==> src/rtl/gatc_pkg.sv <==
// Package: register map, field layouts, reset values and settling times for the gain amp trim control
package gatc_pkg;

  // Register byte offsets on the AHB-Lite slave
  localparam logic [7:0] GATC_OFS_GAIN_CONTROL = 8'h00;
  localparam logic [7:0] GATC_OFS_N_TRIM       = 8'h04;
  localparam logic [7:0] GATC_OFS_P_TRIM       = 8'h08;
  localparam logic [7:0] GATC_OFS_RESULT_LOW   = 8'h0c;
  localparam logic [7:0] GATC_OFS_STATUS       = 8'h10;
  localparam int         GATC_ADDR_BITS        = 8;

  // Reset values
  localparam logic [7:0] GATC_GAIN_CONTROL_RST = 8'h00;
  localparam logic [7:0] GATC_TRIM_RST         = 8'h40;
  localparam logic [1:0] GATC_RESULT_LOW_RST   = 2'h0;

  // Field positions
  localparam int GATC_RESULT_LOW_LSB = 6;
  localparam int GATC_STATUS_BUSY    = 0;
  localparam int GATC_STATUS_PGA_ON  = 1;
  localparam int GATC_STATUS_OPEN    = 2;

  // AHB-Lite encodings
  localparam logic [1:0] GATC_HTRANS_NONSEQ = 2'h2;
  localparam logic       GATC_HRESP_OKAY    = 1'h0;

  // Gain select codes
  typedef enum logic [2:0] {
    GATC_GAIN_BYPASS = 3'h0,
    GATC_GAIN_1      = 3'h1,
    GATC_GAIN_2      = 3'h2,
    GATC_GAIN_5      = 3'h3,
    GATC_GAIN_10     = 3'h4,
    GATC_GAIN_20     = 3'h5,
    GATC_GAIN_49     = 3'h6,
    GATC_GAIN_98     = 3'h7
  } gatc_gain_sel_t;

  // Gain control register layout, bit 7 down to bit 0
  typedef struct packed {
    logic           standalone_amp_enable;
    logic           temp_sensor_enable;
    logic           trim;
    logic [1:0]     reserved;
    gatc_gain_sel_t gain_select;
  } gatc_gain_ctrl_t;

  // Offset trim register layout: enable, sign, magnitude
  typedef struct packed {
    logic       cal_enable;
    logic       sign;
    logic [5:0] magnitude;
  } gatc_trim_t;

  // Analog control outputs travelling together
  typedef struct packed {
    logic       standalone_amp_enable;
    logic       temp_sensor_enable;
    logic       pga_enable;
    logic       pga_bypass;
    logic       inputs_shorted;
    logic       open_loop;
    logic [6:0] gain_factor;
    logic       negative_trim_reference;
    logic       positive_trim_reference;
    logic       mux_disable;
    gatc_trim_t n_pair_trim_value;
    gatc_trim_t p_pair_trim_value;
  } gatc_analog_t;

  // Gain factors driven to the analog side
  localparam logic [6:0] GATC_FACTOR_0  = 7'h00;
  localparam logic [6:0] GATC_FACTOR_1  = 7'h01;
  localparam logic [6:0] GATC_FACTOR_2  = 7'h02;
  localparam logic [6:0] GATC_FACTOR_5  = 7'h05;
  localparam logic [6:0] GATC_FACTOR_10 = 7'h0a;
  localparam logic [6:0] GATC_FACTOR_20 = 7'h14;
  localparam logic [6:0] GATC_FACTOR_49 = 7'h31;
  localparam logic [6:0] GATC_FACTOR_98 = 7'h62;

  // Clock rate and settling times in microseconds
  localparam int GATC_CLK_MHZ       = 250;
  localparam int GATC_SETTLE_G1_US  = 9;
  localparam int GATC_SETTLE_G2_US  = 9;
  localparam int GATC_SETTLE_G5_US  = 6;
  localparam int GATC_SETTLE_G10_US = 5;
  localparam int GATC_SETTLE_G20_US = 16;
  localparam int GATC_SETTLE_G49_US = 25;
  localparam int GATC_SETTLE_G98_US = 45;
  localparam int GATC_SETTLE_OL_US  = 1050;
  localparam int GATC_SETTLE_BITS   = 20;

endpackage

==> src/rtl/gatc_top.sv <==
// Gain amp trim control: AHB-Lite register file, gain decode and settling timer
//
// The AHB-Lite register port and the register addresses are this design's own decisions.
`timescale 1ns/1ns
// Function
// - result low reads two bits high, rest zero
// - gain control clears to zero on reset
// - bit 7 enables stand-alone amplifier
// - bit 6 enables temperature sensor
// - bit 5 shorts amplifier inputs for trimming
// - gain field decodes bypass or seven gains
// - trim bit forces open loop, ignores gain
// - both trim registers reload 40h on reset
// - N-side bit 7 enables negative reference
// - P-side bit 7 enables positive reference
// - trim low seven bits are signed magnitude
module gatc_top #(
  parameter int unsigned SETTLE_G1_CYC  = gatc_pkg::GATC_SETTLE_G1_US * gatc_pkg::GATC_CLK_MHZ,
  parameter int unsigned SETTLE_G2_CYC  = gatc_pkg::GATC_SETTLE_G2_US * gatc_pkg::GATC_CLK_MHZ,
  parameter int unsigned SETTLE_G5_CYC  = gatc_pkg::GATC_SETTLE_G5_US * gatc_pkg::GATC_CLK_MHZ,
  parameter int unsigned SETTLE_G10_CYC = gatc_pkg::GATC_SETTLE_G10_US * gatc_pkg::GATC_CLK_MHZ,
  parameter int unsigned SETTLE_G20_CYC = gatc_pkg::GATC_SETTLE_G20_US * gatc_pkg::GATC_CLK_MHZ,
  parameter int unsigned SETTLE_G49_CYC = gatc_pkg::GATC_SETTLE_G49_US * gatc_pkg::GATC_CLK_MHZ,
  parameter int unsigned SETTLE_G98_CYC = gatc_pkg::GATC_SETTLE_G98_US * gatc_pkg::GATC_CLK_MHZ,
  parameter int unsigned SETTLE_OL_CYC  = gatc_pkg::GATC_SETTLE_OL_US * gatc_pkg::GATC_CLK_MHZ
) (
  input  wire logic                  ref_clk_i,
  input  wire logic                  rstn_i,
  // AHB-Lite slave
  input  wire logic                  hsel_i,
  input  wire logic [31:0]           haddr_i,
  input  wire logic [1:0]            htrans_i,
  input  wire logic                  hwrite_i,
  input  wire logic [2:0]            hsize_i,
  input  wire logic [31:0]           hwdata_i,
  input  wire logic                  hready_i,
  output logic [31:0]                hrdata_o,
  output logic                       hreadyout_o,
  output logic                       hresp_o,
  // Converter side, same clock
  input  wire logic [9:0]            conv_result_i,
  input  wire logic                  conv_done_i,
  input  wire logic                  channel_change_i,
  input  wire logic                  conversion_mode_select_i,
  // Analog controls
  output gatc_pkg::gatc_analog_t     analog_o,
  output logic                       settle_busy_o
);

  // Bus phase state
  logic                                   dphase_wr;
  logic                                   dphase_rd;
  logic [gatc_pkg::GATC_ADDR_BITS-1:0]    dphase_addr;
  logic                                   next_dphase_wr;
  logic                                   next_dphase_rd;
  logic [gatc_pkg::GATC_ADDR_BITS-1:0]    next_dphase_addr;

  // Register state
  gatc_pkg::gatc_gain_ctrl_t              gain_control;
  gatc_pkg::gatc_trim_t                   n_pair_offset_trim;
  gatc_pkg::gatc_trim_t                   p_pair_offset_trim;
  logic [1:0]                             result_low_bits;
  gatc_pkg::gatc_gain_ctrl_t              next_gain_control;
  gatc_pkg::gatc_trim_t                   next_n_pair_offset_trim;
  gatc_pkg::gatc_trim_t                   next_p_pair_offset_trim;
  logic [1:0]                             next_result_low_bits;

  // Settling timer and read data
  // Twenty bits hold the open-loop wait at the full clock rate
  logic [gatc_pkg::GATC_SETTLE_BITS-1:0]  settle_cnt;
  logic [gatc_pkg::GATC_SETTLE_BITS-1:0]  next_settle_cnt;
  logic [31:0]                            rdata;
  logic [31:0]                            next_rdata;
  logic                                   addr_take;
  logic                                   gain_changed;
  logic [2:0]                             next_status;

  // Amplifier powered in open loop or at any gain but bypass
  function automatic logic pga_on(
    input gatc_pkg::gatc_gain_ctrl_t cfg
  );
    return cfg.trim || cfg.gain_select != gatc_pkg::GATC_GAIN_BYPASS;
  endfunction

  // Settling count for a configuration; open loop overrides the gain field
  // Bypass gives zero, so a bypassed path never reports busy
  function automatic logic [gatc_pkg::GATC_SETTLE_BITS-1:0] settle_of(
    input gatc_pkg::gatc_gain_ctrl_t cfg
  );
    logic [gatc_pkg::GATC_SETTLE_BITS-1:0] cyc;
    cyc = '0;
    if (cfg.trim) begin
      cyc = SETTLE_OL_CYC[gatc_pkg::GATC_SETTLE_BITS-1:0];
    end else begin
      case (cfg.gain_select)
        gatc_pkg::GATC_GAIN_1:  cyc = SETTLE_G1_CYC[gatc_pkg::GATC_SETTLE_BITS-1:0];
        gatc_pkg::GATC_GAIN_2:  cyc = SETTLE_G2_CYC[gatc_pkg::GATC_SETTLE_BITS-1:0];
        gatc_pkg::GATC_GAIN_5:  cyc = SETTLE_G5_CYC[gatc_pkg::GATC_SETTLE_BITS-1:0];
        gatc_pkg::GATC_GAIN_10: cyc = SETTLE_G10_CYC[gatc_pkg::GATC_SETTLE_BITS-1:0];
        gatc_pkg::GATC_GAIN_20: cyc = SETTLE_G20_CYC[gatc_pkg::GATC_SETTLE_BITS-1:0];
        gatc_pkg::GATC_GAIN_49: cyc = SETTLE_G49_CYC[gatc_pkg::GATC_SETTLE_BITS-1:0];
        gatc_pkg::GATC_GAIN_98: cyc = SETTLE_G98_CYC[gatc_pkg::GATC_SETTLE_BITS-1:0];
        default:                cyc = '0; // Bypassed amplifier needs no settling
      endcase
    end
    return cyc;
  endfunction

  // Gain factor for the analog side; open loop and bypass drive zero
  function automatic logic [6:0] factor_of(
    input gatc_pkg::gatc_gain_ctrl_t cfg
  );
    logic [6:0] f;
    f = gatc_pkg::GATC_FACTOR_0;
    if (!cfg.trim) begin
      case (cfg.gain_select)
        gatc_pkg::GATC_GAIN_1:  f = gatc_pkg::GATC_FACTOR_1;
        gatc_pkg::GATC_GAIN_2:  f = gatc_pkg::GATC_FACTOR_2;
        gatc_pkg::GATC_GAIN_5:  f = gatc_pkg::GATC_FACTOR_5;
        gatc_pkg::GATC_GAIN_10: f = gatc_pkg::GATC_FACTOR_10;
        gatc_pkg::GATC_GAIN_20: f = gatc_pkg::GATC_FACTOR_20;
        gatc_pkg::GATC_GAIN_49: f = gatc_pkg::GATC_FACTOR_49;
        gatc_pkg::GATC_GAIN_98: f = gatc_pkg::GATC_FACTOR_98;
        default:                f = gatc_pkg::GATC_FACTOR_0;
      endcase
    end
    return f;
  endfunction

  // Register read view; next values used so a read right after a write sees it
  // Unmapped offsets return zero rather than alias a register
  function automatic logic [31:0] read_of(
    input logic [gatc_pkg::GATC_ADDR_BITS-1:0] addr,
    input gatc_pkg::gatc_gain_ctrl_t           gc,
    input gatc_pkg::gatc_trim_t                nt,
    input gatc_pkg::gatc_trim_t                pt,
    input logic [1:0]                          rl,
    input logic [2:0]                          st
  );
    logic [31:0] d;
    d = '0;
    case (addr)
      gatc_pkg::GATC_OFS_GAIN_CONTROL: d[7:0] = gc;
      gatc_pkg::GATC_OFS_N_TRIM:       d[7:0] = nt;
      gatc_pkg::GATC_OFS_P_TRIM:       d[7:0] = pt;
      gatc_pkg::GATC_OFS_RESULT_LOW:   d[gatc_pkg::GATC_RESULT_LOW_LSB +: 2] = rl;
      gatc_pkg::GATC_OFS_STATUS:       d[2:0] = st;
      default:                         d = '0; // Unmapped reads zero
    endcase
    return d;
  endfunction

  // Address phase capture; slave never stalls
  // Bus ready is always this slave's own, so no stall tracking
  always_comb begin
    addr_take        = hsel_i && hready_i && htrans_i == gatc_pkg::GATC_HTRANS_NONSEQ;
    next_dphase_wr   = addr_take && hwrite_i;
    next_dphase_rd   = addr_take && !hwrite_i;
    next_dphase_addr = addr_take ? haddr_i[gatc_pkg::GATC_ADDR_BITS-1:0] : dphase_addr;
  end

  // Data phase flags and address
  always_ff @(posedge ref_clk_i or negedge rstn_i) begin
    if (!rstn_i) begin
      dphase_wr   <= 1'b0;
      dphase_rd   <= 1'b0;
      dphase_addr <= '0;
    end else begin
      dphase_wr   <= next_dphase_wr;
      dphase_rd   <= next_dphase_rd;
      dphase_addr <= next_dphase_addr;
    end
  end

  // Register writes land in the data phase; only a finished conversion also loads the result low bits
  // Reserved bits dropped so a stray write cannot reach the analog side
  always_comb begin
    next_gain_control       = gain_control;
    next_n_pair_offset_trim = n_pair_offset_trim;
    next_p_pair_offset_trim = p_pair_offset_trim;
    next_result_low_bits    = result_low_bits;
    if (dphase_wr) begin
      case (dphase_addr)
        gatc_pkg::GATC_OFS_GAIN_CONTROL: begin
          next_gain_control          = gatc_pkg::gatc_gain_ctrl_t'(hwdata_i[7:0]);
          next_gain_control.reserved = 2'h0; // Reserved bits kept clear, read zero
        end
        gatc_pkg::GATC_OFS_N_TRIM:     next_n_pair_offset_trim = gatc_pkg::gatc_trim_t'(hwdata_i[7:0]);
        gatc_pkg::GATC_OFS_P_TRIM:     next_p_pair_offset_trim = gatc_pkg::gatc_trim_t'(hwdata_i[7:0]);
        gatc_pkg::GATC_OFS_RESULT_LOW: next_result_low_bits = hwdata_i[gatc_pkg::GATC_RESULT_LOW_LSB +: 2];
        default:                       next_result_low_bits = result_low_bits;
      endcase
    end
    // Conversion result wins over a same-cycle software write
    if (conv_done_i) begin
      next_result_low_bits = conv_result_i[1:0];
    end
  end

  // Register storage, reset to documented values
  always_ff @(posedge ref_clk_i or negedge rstn_i) begin
    if (!rstn_i) begin
      gain_control       <= gatc_pkg::gatc_gain_ctrl_t'(gatc_pkg::GATC_GAIN_CONTROL_RST);
      n_pair_offset_trim <= gatc_pkg::gatc_trim_t'(gatc_pkg::GATC_TRIM_RST);
      p_pair_offset_trim <= gatc_pkg::gatc_trim_t'(gatc_pkg::GATC_TRIM_RST);
      result_low_bits    <= gatc_pkg::GATC_RESULT_LOW_RST;
    end else begin
      gain_control       <= next_gain_control;
      n_pair_offset_trim <= next_n_pair_offset_trim;
      p_pair_offset_trim <= next_p_pair_offset_trim;
      result_low_bits    <= next_result_low_bits;
    end
  end

  // Settling timer restarts on the later of a channel or gain change, never adds up
  // Reload rather than add: the wait runs from the last change only
  always_comb begin
    gain_changed = next_gain_control.trim != gain_control.trim ||
                   next_gain_control.gain_select != gain_control.gain_select;
    if (gain_changed || channel_change_i) begin
      next_settle_cnt = settle_of(next_gain_control);
    end else if (settle_cnt != '0) begin
      next_settle_cnt = settle_cnt - 1'b1;
    end else begin
      next_settle_cnt = settle_cnt;
    end
  end

  // Settling counter
  always_ff @(posedge ref_clk_i or negedge rstn_i) begin
    if (!rstn_i) begin
      settle_cnt <= '0;
    end else begin
      settle_cnt <= next_settle_cnt;
    end
  end

  // Status bits as a read would see them after this cycle's write
  always_comb begin
    next_status                               = '0;
    next_status[gatc_pkg::GATC_STATUS_BUSY]   = next_settle_cnt != '0;
    next_status[gatc_pkg::GATC_STATUS_PGA_ON] = pga_on(next_gain_control);
    next_status[gatc_pkg::GATC_STATUS_OPEN]   = next_gain_control.trim;
  end

  // Read data registered at the address phase from the post-write view
  always_comb begin
    if (addr_take && !hwrite_i) begin
      next_rdata = read_of(haddr_i[gatc_pkg::GATC_ADDR_BITS-1:0],
                           next_gain_control,
                           next_n_pair_offset_trim,
                           next_p_pair_offset_trim,
                           next_result_low_bits,
                           next_status);
    end else begin
      next_rdata = rdata;
    end
  end

  // Read data register
  always_ff @(posedge ref_clk_i or negedge rstn_i) begin
    if (!rstn_i) begin
      rdata <= '0;
    end else begin
      rdata <= next_rdata;
    end
  end

  // Gain decode and analog control outputs, all from registered state
  always_comb begin
    analog_o.standalone_amp_enable = gain_control.standalone_amp_enable;
    analog_o.temp_sensor_enable    = gain_control.temp_sensor_enable;
    analog_o.inputs_shorted        = gain_control.trim;
    analog_o.open_loop             = gain_control.trim;
    analog_o.pga_enable            = pga_on(gain_control);
    analog_o.pga_bypass            = !analog_o.pga_enable;
    analog_o.gain_factor           = factor_of(gain_control);
    // Reference enables follow the cal bits; trimming itself also needs the trim bit
    // Not gated by the trim bit here; software sequences both
    analog_o.negative_trim_reference = n_pair_offset_trim.cal_enable;
    analog_o.positive_trim_reference = p_pair_offset_trim.cal_enable;
    analog_o.mux_disable             = n_pair_offset_trim.cal_enable ||
                                       p_pair_offset_trim.cal_enable;
    analog_o.n_pair_trim_value       = n_pair_offset_trim;
    analog_o.p_pair_trim_value       = p_pair_offset_trim;
  end

  // Status and bus answer; zero wait states, always OKAY
  // No error cases exist, so the response never leaves OKAY
  assign settle_busy_o = settle_cnt != '0;
  assign hrdata_o      = rdata;
  assign hreadyout_o   = 1'b1;
  assign hresp_o       = gatc_pkg::GATC_HRESP_OKAY;

endmodule

==> config.mk <==
export PLATFORM = sky130hd
export DESIGN_NAME = gatc_top
export DESIGN_NICKNAME = d
export VERILOG_FILES = /design/src/rtl/gatc_pkg.sv /design/src/rtl/gatc_top.sv
export SDC_FILE = /design/constraint.sdc
export NUM_CORES = 1
export LEC_CHECK = 0
export ABC_AREA = 1
export ABC_CLOCK_PERIOD_IN_PS = 2800
export BUFFER_PORTS_ARGS = -buffer_cell sky130_fd_sc_hd__clkbuf_2
export CELL_PAD_IN_SITES_DETAIL_PLACEMENT = 0
export CELL_PAD_IN_SITES_GLOBAL_PLACEMENT = 1
export CORE_MARGIN = 2
export CORE_UTILIZATION = 30
export CTS_CLUSTER_DIAMETER = 30
export DETAILED_ROUTE_END_ITERATION = 10
export PLACE_DENSITY_LB_ADDON = 0.1
export SKIP_LAST_GASP = 1
export SLEW_MARGIN = 20
export SYNTH_ARGS = -nofsm -noshare
export SYNTH_HDL_FRONTEND = slang
export SYNTH_SLANG_ARGS = --single-unit
==> constraint.sdc <==
create_clock -name ref_clk_i -period 2.8 [get_ports ref_clk_i]
set_clock_uncertainty 0.2 [all_clocks]
set_input_delay 0.14 -clock ref_clk_i [delete_from_list [all_inputs] [get_ports ref_clk_i]]
set_output_delay 0.14 -clock ref_clk_i [all_outputs]
set_load 0.01 [all_outputs]
==> impl_metrics.yaml, run 1 <==
run_status:
  status: "finished, final reports clean"
die:
  die_x_um: 120.3
  core_area_mm2: 0.01324
  io_pins: 154
  rows: 42
  fp.dieH_um: 120.3
  dieArea_mm2: 0.01448
  initial_core_util_pct: 30.65
synth:
  synth_seq_area_share_pct: 38.90
  ys_async_sr_fraction_pct: 100.0
  synth_simple_gate_area_share_pct: 36.04
  synth-seq-cells: 63
  yosysMostFrequentCell: "nand2_1"
  yosys-mux-area-fraction_pct: 0.5549
  ys_types: 41
  synth_xor_area_share_pct: 2.374
  synth-compound-area-share_pct: 7.182
  synth_edf_count: 0
  synth_cells: 554
  synth_top_family_by_area: "simple AND/OR/NAND/NOR gates"
  yosysTopAreaCell: "dfrtp_1"
  synth_top_cell_area_share_pct: 37.61
  synth.avg_cell_area_um2: 7.327
  syn_area_mm2: 0.004059
  synthAdderAreaFrac_pct: 0.6165
  synth_common_cells: "nand2_1, nor2_1, inv_1"
  synthTopCellsByArea: "dfrtp_1, nand2_1, buf_4, nor2_1, inv_1"
  synth_flop_cell: "dfrtp_1"
  ys.warnings.count: 0
worst_setup_path:
  worstSetupPathType: "register to register"
  startpoint: "dphase_addr[2]"
  reg2regPathDepth: 18
  crit_top_cell: "nand2_1"
  critPathArrivalTime_ns: 2.57
  cp-start-kind: "register"
  r2r-start: "dphase_addr[2]"
  critical_path_buf_inv_count: 3
  crit_chain: "nor2_4 > buf_12 > nand3_4 > nand2_1 > o21ai_1 > buf_4 > inv_2 > nor2_1 > nand2_1 > nand2_1 > nor2_1 > nand2_1 > nor2_2 > nand3_1 > nand2_1 > nand2_1 > nand2_1 > nand2_1"
  critPathSlowestCell: "dfrtp_1"
  max_stage_delay_ns: 0.42
  crit_required_ns: 2.83
  crit_fanout: 14
  crit_family: "simple AND/OR/NAND/NOR gates"
  end_kind: "register"
  crit_cells: 18
sta:
  hold_violations: 0
  hold_ws_ns: 0.02632
  fmax_mhz: 394.3
  setup_tns_ns: 0
  slew_headroom_pct: 53.16
  period_minus_slack_ns: 2.536
  worst_pin_slew_ns: 0.7025
  setup_violations: 0
  rsz0062_at_grt: "false"
  timing.final.max_slew_violations: 0
  fin_crit_sh_pct: 90.58
clock_network:
  clockBufferDepth: 2
  htree_levels: 3
  clkTransAtPathRegs_ns: 0.06
  numCtsBuffers: 9
  cts_root_buffer: "clkbuf_16"
  cts_tree: "done"
  clkLatencyLatePin_ns: 0.33
  clock_sinks: 63
global_routing:
  grt_max_degree: 40
  overflow: 0
  grt_pass1_vias: 3741
  grt_antenna_before_repair: 0
  grt_usage_pct: 16.48
  grt_pass1_wl_um: 18690
detailed_routing:
  via_count: 3754
  wirelength_um: 11190
  drc: 0
  drt-initial-drc-count: 187
  wl_per_cell_um: 13.40
  drtPass1Iterations: 4
  viasPerCell: 4.496
  postRouteAntennaNets: 0
cells_and_area:
  drive_above_1_share_pct: 23.07
  final_nets: 743
  area_delta_synth_final_pct: 26.39
  diodes: 0
power_and_ir_drop:
  ir_worst_vdd_v: 0.0002771
  p_leak_nw: 2.780
  seqPwrFrac_pct: 29.6
  p_sw_share_pct: 39.11
  power.density_mw_per_mm2: 807.8
  p_int_mw: 2.523
  switchingPower_mw: 1.621
  p_clk_share_pct: 29.7
  combPwrFrac_pct: 40.7
flow_run:
  maxCapViolCount: 0
placed_design:
  gp_congestion: 0.8226
  portBuffers: 67
  hpwl_um: 8714
hold_path:
  holdCritStartpoint: "hwdata_i[1]"
  holdPathStages: 3
  worst_hold_path_type: "input port to register"
[worst register-to-register path: cells and delay by family (launching register included)]
kind	cells	cell delay, ns
buffers and inverters	3	0.47
AO/OA/AOI/OAI	1	0.06
AND/OR/NAND/NOR	14	1.31
flip-flops	1	0.42
[cell usage in the layout, fill, tap and decap left out, types with 7 or more instances in the layout]
cell and n:
nand4_1 14, nand3_1 24, clkbuf_16 9, inv_1 63
nor2_1 63, a21oi_1 7, xor2_1 7, nand2_1 148
buf_4 18, dfrtp_1 61, nor2_2 9, clkbuf_2 67
dlygate4sd3_1 19, o21ai_0 32, nor3_1 11, conb_1 26
[metrics by stage]
step	setup slack (ns)	utilization (%)	cells	power, mW	cell area, um2
6_report	0.2636	38.74	835	4.144	5130
5_1_grt	0.002743	38.74	835	4.496	5130
4_1_cts	0.1264	38.60	835	4.195	5111
3_5_place_dp	0.1380	34.68	800	2.907	4592
3_3_place_gp	0.1120	34.68	800	2.912	4592
2_1_floorplan	0.6505	-	578	2.428	4149
[state kept, by name, summed over array words and instances (netlist names)]
| signal | count |
|---|---|
| gain_control | 5 |
| hrdata_o | 8 |
| analog_o | 19 |
| dphase_addr | 8 |
| dphase_wr | 1 |
| result_low_bits | 2 |
| settle_cnt | 20 |
[layer usage]
| layer | routed length [um] | global-route usage, % | vias to the layer above |
|---|---|---|---|
| li1 | - | - | 1911 |
| met1 | 5279 | 22.19 | 1734 |
| met2 | 5200 | 26.35 | 93 |
| met3 | 477 | 2.594 | 16 |
| met4 | 235 | 6.904 | 0 |
| met5 | 0 | 0 | - |
[cell families (layout without fill, tap and decap cells)]
| family | after synthesis | after routing |
|---|---|---|
| flip-flops | 63 | 63 |
| adder cells (fa/ha/maj) | 2 | 2 |
| buffers and inverters | 113 | 194 |
| AO/OA/AOI/OAI | 52 | 52 |
| multiplexers | 2 | 2 |
| AND/OR/NAND/NOR | 309 | 309 |
| XOR/XNOR | 11 | 11 |
| other | 2 | 26 |
[timing repair]
item / in CTS / in global routing
setup endpoints to repair: 0 / 1
hold buffers: 19 / 0
hold endpoints to repair: 49 / 0
setup buffers: 0 / 0
gates resized for setup: 0 / 4
[worst paths after layout]
kind | endpoint | slack, ns
setup / recovery | hrdata_o[0] | 0.26
hold reg to reg | hrdata_o[0] | 0.28
max in group asynchronous | analog_o[6] | 1.49
setup reg to reg | hrdata_o[0] | 0.26
hold / removal | analog_o[1] | 0.03
min in group asynchronous | analog_o[26] | 0.20
[power by group through the flow]
| stage | combinational [mW] | sequential (mW) | clock (mW) |
|---|---|---|---|
| 2_1_floorplan | 1.21 | 1.22 | 0 |
| 3_3_place_gp | 1.67 | 1.24 | 0 |
| 3_5_place_dp | 1.66 | 1.24 | 0 |
| 4_1_cts | 1.69 | 1.23 | 1.27 |
| 5_1_grt | 1.93 | 1.26 | 1.31 |
| 6_report | 1.69 | 1.23 | 1.23 |
[cell type report]
type	instances	area (um2)
inverter	71	266.5
fill	1440	8113
clock inverter	7	103.9
clock buffer	9	225.2
tap	176	220.2
sequential	63	1579
multi-input combinational	402	2014
timing repair buffer	107	720.7
Note: power is estimated with default switching activity, not from simulation.
==> run 2, diff against run 1 <==
CORE_ASPECT_RATIO = 0.6   (was not set)
==> impl_metrics.yaml, run 2 (synthesis gave the netlist of run 1 again) <==
run_status:
  status: "finished, final reports clean"
sta:
  worst_pin_slew_ns: 0.8524
  slew_headroom_pct: 42.65
  setup_violations: 0
  rsz0062_at_grt: "true"
  period_minus_slack_ns: 2.644
  timing.final.max_slew_violations: 0
  fin_crit_sh_pct: 94.44
  hold_violations: 0
  fin_ws_ns: 0.1556
  fmax_mhz: 378.2
hold_path:
  holdCritStartpoint: "channel_change_i"
  holdPathStages: 6
  whs_endpoint: "settle_cnt[8]"
  worst_hold_path_type: "input port to register"
detailed_routing:
  drtPass1Iterations: 5
  wl_per_cell_um: 15.02
  drt-initial-drc-count: 258
  postRouteAntennaNets: 0
  drc: 0
  viasPerCell: 4.569
  wirelength_um: 12750
  via_count: 3879
global_routing:
  grt_pass1_wl_um: 19870
  grt_max_degree: 32
  grt_usage_pct: 18.21
  overflow: 0
  grt_antenna_before_repair: 0
  grt_pass1_vias: 3626
die:
  fp.dieH_um: 94.10
  initial_core_util_pct: 31.19
  die_x_um: 154.2
  dieArea_mm2: 0.01451
  core_area_mm2: 0.01301
  io_pins: 154
  rows: 32
cells_and_area:
  ff_latch_area_mm2: 0.001579
  n_fill_cell: 1361
  layout_common_cells: "nand2_1, clkbuf_2, inv_1"
  fin_util_pct: 41.25
  multi_input_area_mm2: 0.002088
  largest_reg_flops: 20
  diodes: 0
  area_delta_synth_final_pct: 32.24
  final_common_cell: "nand2_1"
  regMostFlops: "settle_cnt"
  drive_above_1_share_pct: 27.84
  final_nets: 763
worst_setup_path:
  reg2regPathDepth: 14
  r2r_end: "hrdata_o[0]"
  r2r-start: "dphase_addr[4]"
  critPathArrivalTime_ns: 2.67
  cp-start-kind: "register"
  crit_required_ns: 2.83
  worstSetupPathType: "register to register"
  startpoint: "dphase_addr[4]"
  ff2ff_setup_slack_ns: 0.16
  end_kind: "register"
  crit_fanout: 12
clock_network:
  clock_sinks: 63
  numCtsBuffers: 9
  clockBufferDepth: 2
  clkTransAtPathRegs_ns: 0.06
  htree_levels: 3
  cts_root_buffer: "clkbuf_16"
  cts_tree: "done"
  clkLatencyLatePin_ns: 0.34
power_and_ir_drop:
  ir_worst_vdd_v: 0.0002865
  switchingPower_mw: 1.805
  combPwrFrac_pct: 43.9
  power.density_mw_per_mm2: 830.2
  seqPwrFrac_pct: 28.0
  p_sw_share_pct: 40.52
  p_leak_nw: 2.901
  p_clk_share_pct: 28.1
  p_int_mw: 2.651
placed_design:
  hpwl_um: 9849
  gp_congestion: 0.8129
  portBuffers: 67
  place_ws_ns: 0.04162
flow_run:
  maxCapViolCount: 0
[run 2: cell types whose count changed in the layout (fill, tap and decap cells not counted), moves of 4 or more]
cell,previous run,this run
buf_4,18,35
nand2_1,148,141
nand2_2,4,10
nor2_1,63,58
nor2_2,9,13
[run 2: timing repair]
item | in CTS | in global routing
setup endpoints to repair | 0 | 1
hold buffers | 18 | 0
resized for setup | 0 | 32
hold endpoints to repair | 53 | 0
setup buffers | 0 | 8
[run 2: routing by layer]
layer	global-route usage [%]	share of wire (%)	wire length, um	vias up
met3	3.782	5.5	696	10
met1	29.70	57	7325	1807
met5	0	0	0	-
li1	-	-	-	1948
met2	23.65	36	4631	114
met4	3.738	0.76	97	0
[run 2: metrics by stage]
step	TNS, ns	power (mW)	hold WS, ns	instance area, um2	std cells
floorplan	0	2.428	-0.3556	4149	578
global placement	0	3.028	0.07426	4682	807
detailed placement	0	3.026	0.08897	4682	807
CTS	0	4.320	0.04537	5191	841
global route	-0.06999	4.786	0.08704	5368	849
finish	0	4.456	0.07303	5368	849
[run 2: area by class of cell]
type                       instances  share of cell area (%)
multi-input combinational        402                   38.90
sequential                        63                   29.42
timing repair buffer             127                   16.53
inverter                          71                   5.058
clock buffer                       9                   4.196
tap                              170                   3.963
clock inverter                     7                   1.935
[run 2: worst max-delay path, stage by stage, from the launching register on]
cell,delay [ns]
dfrtp_1,0.40
nor2_2,0.12
nand2_2,0.11
nor2_4,0.14
buf_12,0.13
buf_8,0.14
buf_4,0.13
nand2_1,0.08
buf_4,0.19
nand2_1,0.06
o21ai_0,0.11
a221oi_1,0.48
nand2_1,0.12
nand2_1,0.07
nand2_1,0.05
[run 2: worst max-delay path by stage]
stage	to	slack [ns]	depth (start not counted)
6_report	hrdata_o[0]	0.16	14
5_1_grt	hrdata_o[0]	-0.07	19
4_1_cts	hrdata_o[0]	0.03	19
3_5_place_dp	hrdata_o[0]	0.04	19
3_3_place_gp	hrdata_o[0]	0.05	19
2_1_floorplan	hrdata_o[0]	0.65	18
[run 2: power by group through the flow]
stage / Clock (mW) / Combinational (mW) / Sequential (mW)
after global placement: 0 / 1.77 / 1.26
after detailed placement: 0 / 1.77 / 1.26
after floorplan: 0 / 1.21 / 1.22
after global routing: 1.32 / 2.19 / 1.28
after CTS: 1.28 / 1.80 / 1.24
final: 1.25 / 1.96 / 1.25
